File: src/hw/pcw_pkg.sv
/*
  Constants for the per-slot PC card window mapper: register indices,
  field positions, reset values and cycle states.
  Assumes one slot per mapper instance; indices are the slot-relative ones.
*/
package pcw_pkg;

  // Register indices within one slot
  localparam logic [5:0] IDX_STATUS = 6'h01;
  localparam logic [5:0] IDX_VPP = 6'h02;
  localparam logic [5:0] IDX_IGC = 6'h03;
  localparam logic [5:0] IDX_WIN_EN = 6'h06;
  localparam logic [5:0] IDX_IO_CTL = 6'h07;
  localparam logic [5:0] IDX_IO_BASE = 6'h08;
  localparam logic [5:0] IO_STRIDE = 6'h04;
  localparam logic [5:0] IDX_MEM_BASE = 6'h10;
  localparam logic [5:0] MEM_STRIDE = 6'h08;
  localparam logic [5:0] IDX_VOLT = 6'h17;
  localparam int REG_COUNT = 64;
  localparam logic [7:0] REG_RESET = 8'h00;

  // Byte positions inside a memory window group
  localparam int MW_START_LO = 0;
  localparam int MW_START_HI = 1;
  localparam int MW_STOP_LO = 2;
  localparam int MW_STOP_HI = 3;
  localparam int MW_OFF_LO = 4;
  localparam int MW_OFF_HI = 5;
  // Byte positions inside an I/O window group
  localparam int IW_START_LO = 0;
  localparam int IW_START_HI = 1;
  localparam int IW_STOP_LO = 2;
  localparam int IW_STOP_HI = 3;

  // Field positions
  localparam int SH_DATA16 = 7;
  localparam int SH_ZWS = 6;
  localparam int SH_WAIT_LSB = 4;
  localparam int WAIT_W = 2;
  localparam int OH_ATTR = 6;
  localparam int IGC_IO_MODE = 5;
  localparam int WEN_IO_LSB = 6;
  localparam int IOC_NIB = 4;
  localparam int IOC_DATA16 = 0;
  localparam int IOC_AUTO = 1;
  localparam int IOC_ZWS = 2;
  localparam int IOC_WAIT = 3;
  localparam int VPP_CTL0 = 0;
  localparam int VPP_CTL1 = 1;
  localparam int VOLT_CTL0 = 0;
  localparam int VOLT_CTL1 = 1;

  typedef enum logic [1:0] {
    ST_IDLE = 2'b00,
    ST_WAITC = 2'b01,
    ST_CARDW = 2'b10,
    ST_HOLD = 2'b11
  } pcw_state_type;

endpackage

File: src/hw/pcw_window_mapper.sv
/*
  One slot of the host-to-card window mapper: register file, memory and
  I/O window decode, card enables, wait insertion and supply controls.
  Assumes host commands, addresses and card inputs are synchronous to
  ref_clk and that the host holds its command until ready returns high.
*/
`timescale 1ns/1ps
module pcw_window_mapper
  import pcw_pkg::*;
#(
  parameter int NUM_MEM_WIN = 5,
  parameter int NUM_IO_WIN = 2
) (
  input wire logic ref_clk,
  input wire logic nrst,
  input wire logic reg_wr,
  input wire logic [5:0] reg_index,
  input wire logic [7:0] reg_wdata,
  output logic [7:0] reg_rdata,
  input wire logic mem_rd,
  input wire logic mem_wr,
  input wire logic io_rd,
  input wire logic io_wr,
  input wire logic [23:0] sys_addr,
  input wire logic sbhe_n,
  input wire logic card_wait_n,
  input wire logic card_io_width16_n,
  output logic [25:0] card_addr,
  output logic card_low_byte_enable_n,
  output logic card_high_byte_enable_n,
  output logic card_attr_sel_n,
  output logic card_oe_n,
  output logic card_we_n,
  output logic card_iord_n,
  output logic card_iowr_n,
  output logic host_channel_ready,
  output logic zero_wait_out_n,
  output logic socket_supply_ctl0,
  output logic socket_supply_ctl1,
  output logic prog_voltage_ctl0,
  output logic prog_voltage_ctl1
);

  logic [7:0] regs_r [0:REG_COUNT-1];
  pcw_state_type state_r;
  logic [WAIT_W-1:0] wait_cnt_r;
  logic cur_io_r;

  wire cmd_any = mem_rd | mem_wr | io_rd | io_wr;
  wire is_io = io_rd | io_wr;
  wire address_bit_zero = sys_addr[0];
  wire [11:0] sys_page = sys_addr[23:12];
  wire [15:0] sys_io = sys_addr[15:0];
  wire [7:0] win_en = regs_r[IDX_WIN_EN];
  wire io_mode = regs_r[IDX_IGC][IGC_IO_MODE];
  wire [7:0] io_ctl = regs_r[IDX_IO_CTL];

  // Per-window decode
  logic [NUM_MEM_WIN-1:0] mem_hit;
  logic [NUM_MEM_WIN-1:0] mem_attr;
  logic [7:0] mem_cfg [NUM_MEM_WIN];
  logic [13:0] mem_page [NUM_MEM_WIN];
  logic [NUM_IO_WIN-1:0] io_hit;
  logic [NUM_IO_WIN-1:0] io_d16;
  logic [3:0] io_cfg [NUM_IO_WIN];

  genvar g;
  generate
    for (g = 0; g < NUM_MEM_WIN; g++) begin : g_mem
      localparam int MB = int'(IDX_MEM_BASE) + int'(MEM_STRIDE) * g;
      wire [11:0] pg_start = {regs_r[MB+MW_START_HI][3:0], regs_r[MB+MW_START_LO]};
      wire [11:0] pg_stop = {regs_r[MB+MW_STOP_HI][3:0], regs_r[MB+MW_STOP_LO]};
      wire [13:0] pg_off = {regs_r[MB+MW_OFF_HI][5:0], regs_r[MB+MW_OFF_LO]};
      // 12-bit page index of 4KB pages bounds one window at 16MB
      assign mem_hit[g] = win_en[g] & (sys_page >= pg_start) & (sys_page <= pg_stop);
      // Offset add wraps in the 64MB card space
      assign mem_page[g] = 14'({2'b00, sys_page} + pg_off);
      assign mem_cfg[g] = regs_r[MB+MW_START_HI];
      assign mem_attr[g] = regs_r[MB+MW_OFF_HI][OH_ATTR];
    end
    for (g = 0; g < NUM_IO_WIN; g++) begin : g_io
      localparam int IB = int'(IDX_IO_BASE) + int'(IO_STRIDE) * g;
      wire [15:0] io_start = {regs_r[IB+IW_START_HI], regs_r[IB+IW_START_LO]};
      wire [15:0] io_stop = {regs_r[IB+IW_STOP_HI], regs_r[IB+IW_STOP_LO]};
      // Byte-exact compare over the full 16-bit space
      assign io_hit[g] = win_en[WEN_IO_LSB+g] & io_mode
                         & (sys_io >= io_start) & (sys_io <= io_stop);
      assign io_cfg[g] = io_ctl[IOC_NIB*g +: IOC_NIB];
      assign io_d16[g] = io_cfg[g][IOC_AUTO] ? ~card_io_width16_n
                                             : io_cfg[g][IOC_DATA16];
    end
  endgenerate

  // Overlapping windows: lowest index wins
  logic sel_hit;
  logic [13:0] sel_page;
  logic sel_d16;
  logic sel_zws;
  logic [WAIT_W-1:0] sel_wait;
  logic sel_attr;

  always_comb begin
    sel_hit = 1'b0;
    sel_page = '0;
    sel_d16 = 1'b0;
    sel_zws = 1'b0;
    sel_wait = '0;
    sel_attr = 1'b0;
    if (is_io) begin
      for (int i = NUM_IO_WIN - 1; i >= 0; i--) begin
        if (io_hit[i]) begin
          sel_hit = 1'b1;
          sel_d16 = io_d16[i];
          sel_zws = io_cfg[i][IOC_ZWS];
          sel_wait = {{(WAIT_W-1){1'b0}}, io_cfg[i][IOC_WAIT]};
        end
      end
    end else begin
      for (int i = NUM_MEM_WIN - 1; i >= 0; i--) begin
        if (mem_hit[i]) begin
          sel_hit = 1'b1;
          sel_page = mem_page[i];
          sel_d16 = mem_cfg[i][SH_DATA16];
          sel_zws = mem_cfg[i][SH_ZWS];
          sel_wait = mem_cfg[i][SH_WAIT_LSB +: WAIT_W];
          sel_attr = mem_attr[i];
        end
      end
    end
  end

  wire start_cycle = (state_r == ST_IDLE) & cmd_any & sel_hit;

  // 8-bit: even enable only; 16-bit: host picks lanes with bit 0 and SBHE
  wire ce_low_nxt = sel_d16 & address_bit_zero;
  wire ce_high_nxt = sel_d16 ? sbhe_n : 1'b1;
  wire attr_nxt = is_io ? 1'b0 : ~sel_attr;
  wire [7:0] status = {5'h00, cur_io_r, state_r != ST_IDLE, ~card_wait_n};

  // Register file
  always_ff @(posedge ref_clk or negedge nrst) begin
    if (!nrst) begin
      for (int i = 0; i < REG_COUNT; i++) begin
        regs_r[i] <= REG_RESET;
      end
    end else if (reg_wr && reg_index != IDX_STATUS) begin
      regs_r[reg_index] <= reg_wdata;
    end
  end

  always_ff @(posedge ref_clk or negedge nrst) begin
    if (!nrst) begin
      reg_rdata <= REG_RESET;
    end else begin
      reg_rdata <= (reg_index == IDX_STATUS) ? status : regs_r[reg_index];
    end
  end

  // Supply controls are plain register copies; external switches do the sequencing
  always_ff @(posedge ref_clk or negedge nrst) begin
    if (!nrst) begin
      socket_supply_ctl0 <= 1'b0;
      socket_supply_ctl1 <= 1'b0;
      prog_voltage_ctl0 <= 1'b0;
      prog_voltage_ctl1 <= 1'b0;
    end else begin
      socket_supply_ctl0 <= regs_r[IDX_VOLT][VOLT_CTL0];
      socket_supply_ctl1 <= regs_r[IDX_VOLT][VOLT_CTL1];
      prog_voltage_ctl0 <= regs_r[IDX_VPP][VPP_CTL0];
      prog_voltage_ctl1 <= regs_r[IDX_VPP][VPP_CTL1];
    end
  end

  // Cycle sequencer
  always_ff @(posedge ref_clk or negedge nrst) begin
    if (!nrst) begin
      state_r <= ST_IDLE;
      wait_cnt_r <= '0;
      cur_io_r <= 1'b0;
      card_addr <= '0;
      card_low_byte_enable_n <= 1'b1;
      card_high_byte_enable_n <= 1'b1;
      card_attr_sel_n <= 1'b1;
      card_oe_n <= 1'b1;
      card_we_n <= 1'b1;
      card_iord_n <= 1'b1;
      card_iowr_n <= 1'b1;
      host_channel_ready <= 1'b1;
      zero_wait_out_n <= 1'b1;
    end else begin
      case (state_r)
        ST_IDLE: begin
          if (start_cycle) begin
            cur_io_r <= is_io;
            card_addr <= is_io ? {10'h000, sys_io} : {sel_page, sys_addr[11:0]};
            card_low_byte_enable_n <= ce_low_nxt;
            card_high_byte_enable_n <= ce_high_nxt;
            card_attr_sel_n <= attr_nxt;
            card_oe_n <= ~mem_rd;
            card_we_n <= ~mem_wr;
            card_iord_n <= ~io_rd;
            card_iowr_n <= ~io_wr;
            zero_wait_out_n <= ~sel_zws;
            wait_cnt_r <= sel_wait;
            if (sel_wait != '0) begin
              state_r <= ST_WAITC;
              host_channel_ready <= 1'b0;
            end else begin
              state_r <= ST_HOLD;
            end
          end
        end
        ST_WAITC: begin
          wait_cnt_r <= wait_cnt_r - 1'b1;
          if (wait_cnt_r == {{(WAIT_W-1){1'b0}}, 1'b1}) begin
            if (card_wait_n) begin
              state_r <= ST_HOLD;
              host_channel_ready <= 1'b1;
            end else begin
              state_r <= ST_CARDW;
            end
          end
        end
        ST_CARDW: begin
          // Card drops wait: release the host
          if (card_wait_n) begin
            state_r <= ST_HOLD;
            host_channel_ready <= 1'b1;
          end
        end
        ST_HOLD: begin
          if (!cmd_any) begin
            state_r <= ST_IDLE;
            card_low_byte_enable_n <= 1'b1;
            card_high_byte_enable_n <= 1'b1;
            card_attr_sel_n <= 1'b1;
            card_oe_n <= 1'b1;
            card_we_n <= 1'b1;
            card_iord_n <= 1'b1;
            card_iowr_n <= 1'b1;
            zero_wait_out_n <= 1'b1;
          end else if (!card_wait_n) begin
            state_r <= ST_CARDW;
            host_channel_ready <= 1'b0;
          end
        end
        default: begin
          state_r <= ST_IDLE;
        end
      endcase
    end
  end
endmodule

File: config.mk
export PLATFORM = sky130hd
export DESIGN_NAME = pcw_window_mapper
export DESIGN_NICKNAME = d
export VERILOG_FILES = /design/src/hw/pcw_pkg.sv /design/src/hw/pcw_window_mapper.sv
export SDC_FILE = /design/constraint.sdc
export NUM_CORES = 1
export LEC_CHECK = 0
export BUFFER_PORTS_ARGS = -buffer_cell sky130_fd_sc_hd__buf_2
export CORE_MARGIN = 2
export CORE_UTILIZATION = 60
export CTS_BUF_LIST = sky130_fd_sc_hd__clkbuf_4
export CTS_CLUSTER_DIAMETER = 200
export DETAILED_ROUTE_END_ITERATION = 16
export PLACE_DENSITY = 0.73
export SYNTH_ARGS = -nofsm -noshare
export SYNTH_HDL_FRONTEND = slang
export SYNTH_SLANG_ARGS = --single-unit
File: constraint.sdc
create_clock -name ref_clk -period 3.7 [get_ports ref_clk]
set_input_delay 0.185 -clock ref_clk [delete_from_list [all_inputs] [get_ports ref_clk]]
set_output_delay 0.185 -clock ref_clk [all_outputs]
set_load 0.02 [all_outputs]
==> qor.yml, run 1 <==
floorplan:
  io_pins: 95
  coreArea_mm2: 0.0529
  die_h_um: 236
  fp.dieArea_mm2: 0.0556
  fp.dieW_um: 236
  num_rows: 84
  start_util_pct: 60.9
clocking:
  cts_tree: "done"
  cts_buffers: 152
  clkTransAtPathRegs_ns: 0.07
  h-tree-depth: 4
  clock_latency_ns: 1.08
  clockBufferDepth: 3
  cts_sinks: 563
  cts-root-buf: "clkbuf_4"
  post_cts_buffers: 0
synth:
  synth_cell_types: 78
  synth_top_family_by_area: "compound AO/OA/AOI/OAI gates"
  synth_area_leaders: "dfrtp_1, mux2_2, ha_1, a22oi_1, o21ai_0"
  syn_nets: 3326
  yosys-top-cells-count: "dfrtp_1, mux2_2, ha_1"
  synth.area.mux_share_pct: 16.1
  synth_cells: 3024
  synth_edf_count: 0
  postSynthAreaPerCell_um2: 10.7
  seq_area_frac_synth_pct: 43.8
  synth_top_area_share_pct: 43.0
  synth_top_area_cell: "dfrtp_1"
  syn_area_mm2: 0.0322
  synthArstFlopShare_pct: 100
  synth-simple-area-share_pct: 7.76
  ys.flop_type: "dfrtp_1"
  ys_ff_latch: 563
  yosys.area_share.adder_pct: 9.98
  yosysMostFrequentCell: "dfrtp_1"
  yosysWarnings: 0
  yosys.area_share.xor_xnor_pct: 1.30
  synth_compound_area_share_pct: 16.5
critical_path:
  crit_fanout: 4
  r2r_end: "host_channel_ready"
  crit_required_ns: 4.66
  r2r_start: "g_mem[3].pg_stop[11]"
  start_kind: "flop"
  end_kind: "flop"
  ff2ff_path_depth: 12
  reg2reg_slack_ns: 0.11
  worstSetupPathType: "reg -> reg"
  worstPathArrival_ns: 4.55
drt:
  postRouteWirelength_um: 117000
  dr.pass1.iters: 6
  via_per_inst: 6.84
  ant_nets: 0
  drt_iter0_markers: 3456
  drc: 0
  num_vias: 27800
  wl_per_cell_um: 28.8
timing:
  period_needed_ns: 3.59
  maxSlewHeadroom_pct: 32.1
  setup_viol: 0
  min_period_over_period_pct: 97.1
  rsz0062_at_grt: "false"
  hold_viol_final: 0
  worst_pin_slew_ns: 0.993
  drv_slew: 0
  finClkSkew_ns: 0.0726
  clock.fmax_mhz: 278
  tns_ns: 0
placed_design:
  post-dp-hpwl_um: 80400
  placed_cells: 3757
  portBuffers: 94
  routabilityCongestion: 1.02
layout:
  syn_to_final_growth_pct: 13.2
  final_nets: 3574
  instances_no_fill: 4069
  nFillCells: 4064
  drive_gt1_share_pct: 27.8
job:
  maxCapViolCount: 0
power:
  p_per_area_mw_per_mm2: 500
  cellLeakagePower_nw: 17.0
  vdd_drop_max_uv: 299
  power_mw: 18.3
grt:
  antenna_found_initial: 3
  grt_max_degree: 110
  grt_pass1_wl_um: 176000
  grt_pass1_vias: 27700
  gr-total-overflow: 0
  grt_use_total_pct: 42.5
outcome:
  status: "completed"
min_path:
  min_to: "card_addr[6]"
  worstHoldStart: "sys_addr[6]"
  holdPathStages: 3
  hold_class: "in -> reg"
what timing repair did:
| action | CTS | global route |
|---|---|---|
| setup endpoints to repair | 0 | 2 |
| hold buffers | 49 | 0 |
| resized for setup | 0 | 4 |
| hold endpoints to repair | 1022 | 0 |
through the flow:
stage / util [%] / hold slack (ns) / setup slack, ns / cell area (um2)
after floorplan: - / -0.111 / 0.794 / 32200
after global placement: 64.5 / 0.198 / 0.0543 / 34100
after detailed placement: 64.5 / 0.204 / 0.00732 / 34100
after CTS: 69.0 / 0.00151 / 0.221 / 36500
after global routing: 69.0 / 0.0714 / 0.00196 / 36500
final: 69.0 / 0.0454 / 0.106 / 36500
cell usage in the layout (no fill, tap or decap), drive strengths merged, types with 11 or more instances in the layout:
cell type | synthesis | layout
clkinv | 0 | 40
o31ai | 13 | 13
o311ai | 11 | 11
o22ai | 11 | 11
a21o | 27 | 27
dlygate4sd3 | 0 | 48
inv | 210 | 215
buf | 39 | 222
nand2 | 196 | 196
o211ai | 18 | 18
o21ai | 185 | 185
o2111ai | 11 | 11
a31oi | 34 | 34
or3 | 11 | 11
nor2b | 22 | 22
mux2 | 448 | 448
xnor2 | 31 | 31
a211oi | 19 | 19
a21oi | 121 | 121
xor2 | 17 | 17
a22o | 20 | 20
dfrtp | 554 | 554
nand3 | 32 | 32
a221oi | 46 | 46
ha | 249 | 249
a22oi | 188 | 188
nor2 | 118 | 118
o21a | 15 | 15
clkbuf | 137 | 205
nand4 | 68 | 68
nor3 | 35 | 35
nand2b | 12 | 12
worst max path at each step:
stage	from	end	slack, ns	cells past startpoint
after floorplan	g_io[1].io_stop[14]	wait_cnt_r[0]	0.79	12
after CTS	g_mem[4].pg_start[7]	host_channel_ready	0.22	12
after global routing	g_mem[3].pg_off[0]	card_addr[24]	0.002	13
after global placement	sys_addr[13]	host_channel_ready	0.05	14
final	g_mem[3].pg_stop[11]	host_channel_ready	0.11	12
after detailed placement	sys_addr[13]	card_addr[24]	0.007	14
power breakdown:
group / switching (mW) / total, mW / internal [mW]
registers: 0.801 / 7.95 / 7.14
clock network: 2.77 / 5.49 / 2.73
logic: 2.83 / 4.82 / 1.99
total: 6.40 / 18.3 / 11.9
layout make-up:
cell class                      count  area, um2  area share [%]
Antenna cell                        9       22.5          0.0617
Clock buffer                      205       1540            4.22
Clock inverter                     49        299           0.820
Inverter                          210        788            2.16
Multi-Input combinational cell   2075      16700            45.8
Sequential cell                   563      14100            38.6
Tap cell                          688        861            2.36
Timing Repair Buffer              270       2180            5.98
cells by family (layout without fill, tap and decap cells):
kind of cell / after synthesis / after routing
and+or+nand+nor: 531 / 531
xor gates and xnor gates: 48 / 48
DFF: 563 / 563
AOI/OAI and AO/OA: 787 / 787
other: 0 / 9
buffers and inverters: 386 / 734
adders and majority gates: 254 / 254
muxes: 455 / 455
worst max-delay path, stage by stage (launching register included):
cell and delay, ns:
dfrtp_1 0.40, inv_1 0.08, ha_1 0.30, nand4_1 0.16, or3_1 0.44, o31a_1 0.20
o311ai_0 0.59, a31oi_1 0.18, buf_4 0.19, nor4_1 0.46, nor3b_4 0.13, o2bb2ai_1 0.16
nor3_1 0.20
layer usage:
| layer | global-route usage (%) | up-vias | part of all wire (%) |
|---|---|---|---|
| met5 | 0 | - | 0 |
| met4 | 23.9 | 0 | 5.9 |
| met3 | 11.8 | 456 | 12 |
| met2 | 62.7 | 1848 | 43 |
| met1 | 56.7 | 13800 | 39 |
| li1 | - | 11800 | - |
flip-flops by register name, indices dropped and copies added, names as in the netlist, 2 cells and up:
name / flops
regs_r: 215
g_mem.pg_off: 70
g_mem.pg_start: 60
g_mem.pg_stop: 60
g_io.io_start: 32
g_io.io_stop: 32
card_addr: 26
mem_cfg: 20
io_ctl: 8
reg_rdata: 8
win_en: 8
mem_attr: 5
state_r: 2
wait_cnt_r: 2
No activity file was read; power rests on OpenSTA's default activity.
==> run 2, diff against run 1 <==
--- a/config.mk
+++ b/config.mk
@@ -11,7 +11,7 @@
 export CTS_BUF_LIST = sky130_fd_sc_hd__clkbuf_4
 export CTS_CLUSTER_DIAMETER = 200
 export DETAILED_ROUTE_END_ITERATION = 16
-export PLACE_DENSITY = 0.73
+export PLACE_DENSITY = 0.86
 export SYNTH_ARGS = -nofsm -noshare
 export SYNTH_HDL_FRONTEND = slang
 export SYNTH_SLANG_ARGS = --single-unit
==> qor.yml, run 2 (synthesis results as in run 1) <==
clocking:
  post_cts_buffers: 0
  cts-root-buf: "clkbuf_4"
  clkTransAtPathRegs_ns: 0.07
  cts_buffers: 150
  clock_latency_ns: 1.05
  cts_sinks: 563
  h-tree-depth: 4
  clockBufferDepth: 3
  cts_tree: "done"
floorplan:
  fp.dieW_um: 236
  fp.dieArea_mm2: 0.0556
  die_h_um: 236
  num_rows: 84
  start_util_pct: 60.9
  coreArea_mm2: 0.0529
  io_pins: 95
outcome:
  status: "completed"
layout:
  utilization_pct: 69.1
  drive_gt1_share_pct: 27.9
  syn_to_final_growth_pct: 13.4
  largest_reg_flops: 215
  mostFrequentLayoutCells: "dfrtp_1, mux2_2, ha_1"
  regMostFlops: "regs_r"
  instances_no_fill: 4072
  layout_commonest_cell: "dfrtp_1"
  final_nets: 3573
  nFillCells: 3836
placed_design:
  place_ws_ns: 0.162
  post-dp-hpwl_um: 78000
  placed_cells: 3756
  routabilityCongestion: 1.05
  portBuffers: 94
timing:
  drv_slew: 0
  timing.hold.ws_ns: 0.0576
  hold_viol_final: 0
  period_needed_ns: 3.59
  maxSlewHeadroom_pct: 16.1
  finClkSkew_ns: 0.0440
  setup_viol: 0
  min_period_over_period_pct: 97.1
  worst_slack_ns: 0.108
  rsz0062_at_grt: "false"
  clock.fmax_mhz: 278
  tns_ns: 0
  worst_pin_slew_ns: 1.26
drt:
  drc: 0
  dr.pass1.iters: 6
  ant_nets: 0
  num_vias: 28000
  drt_iter0_markers: 3878
  postRouteWirelength_um: 114000
  wl_per_cell_um: 28.1
  via_per_inst: 6.87
min_path:
  worstHoldStart: "sys_addr[8]"
  hold_class: "in -> reg"
power:
  swShare_pct: 34.8
  p_clk_share_pct: 30.3
  vdd_drop_max_uv: 304
  p_comb_share_pct: 26.3
  p_per_area_mw_per_mm2: 502
  cellLeakagePower_nw: 17.1
  pwr-share-seq_pct: 43.4
  p_sw_mw: 6.38
  p_int_mw: 12.0
critical_path:
  startpoint: "g_io[1].io_stop[14]"
  r2r_start: "g_io[1].io_stop[14]"
  end_kind: "flop"
  crit_fanout: 24
  worstPathArrival_ns: 4.53
  worstSetupPathType: "reg -> reg"
  start_kind: "flop"
  crit_required_ns: 4.64
job:
  maxCapViolCount: 0
grt:
  grt_pass1_vias: 27900
  grt_pass1_wl_um: 172000
  grt_max_degree: 119
  grt_use_total_pct: 41.3
  gr-total-overflow: 0
  antenna_found_initial: 5
[run 2: cell count changes in the layout (fill, tap and decap cells not counted), sizes merged]
cell         before  now
buf             222  221
clkbuf          205  215
clkinv           40   38
diode             9    5
dlygate4sd3      48   50
inv             215  213
[run 2: area by class of cell]
type | count | area, um2 | share of cell area, %
Antenna cell | 5 | 12.5 | 0.0342
Clock buffer | 215 | 1610 | 4.42
Clock inverter | 45 | 253 | 0.691
Inverter | 210 | 788 | 2.16
Multi-Input combinational cell | 2075 | 16700 | 45.6
Sequential cell | 563 | 14100 | 38.6
Tap cell | 688 | 861 | 2.36
Timing Repair Buffer | 271 | 2240 | 6.13
[run 2: layer usage]
| metal | global-route usage (%) | vias up | part of all wire [%] |
|---|---|---|---|
| li1 | - | 11800 | - |
| met5 | 0 | - | 0.022 |
| met1 | 53.6 | 13600 | 37 |
| met3 | 13.1 | 539 | 13 |
| met4 | 25.2 | 4 | 7.0 |
| met2 | 60.4 | 2056 | 43 |
[run 2: path summary, 6_finish.rpt]
check	end	slack [ns]	cells after the start
worst max-delay path	card_addr[22]	0.11	13
worst min-delay path	card_addr[8]	0.06	3
worst max register to register	card_addr[22]	0.11	13
worst min register to register	regs_r[497]	0.38	0
max in group asynchronous	regs_r[327]	2.64	4
min in group asynchronous	g_mem[4].pg_stop[7]	0.39	4
[run 2: per-stage QoR]
stage,cell area [um2],power (mW)
2_1_floorplan,32200,10.7
3_3_place_gp,34100,12.4
3_5_place_dp,34100,12.6
4_1_cts,36500,18.2
5_1_grt,36500,19.2
6_report,36600,18.3
[run 2: worst max-delay path, cell delays in order, from the launching register on]
cell and delay, ns:
dfrtp_1 0.39, inv_2 0.12, ha_1 0.32, a21oi_1 0.16, nand2_1 0.10, a211o_1 0.35
a2111o_1 0.36, a32o_1 0.31, a31o_2 0.33, a311o_2 0.44, buf_12 0.18, nor2_4 0.15
o21ai_0 0.10, o21ai_0 0.14
[run 2: repair_timing]
action | in CTS | in global routing
hold buffers | 51 | 0
hold endpoints to repair | 949 | 0
endpoints found under the setup margin | 0 | 7
gates resized for setup | 0 | 2
[run 2: power groups by stage]
stage / registers [mW] / logic, mW / clock network [mW]
after floorplan: 7.88 / 2.85 / 0
after global placement: 7.95 / 4.47 / 0
after detailed placement: 8.01 / 4.63 / 0
after CTS: 7.91 / 4.71 / 5.59
after global routing: 8.02 / 5.22 / 5.93
final: 7.96 / 4.83 / 5.56
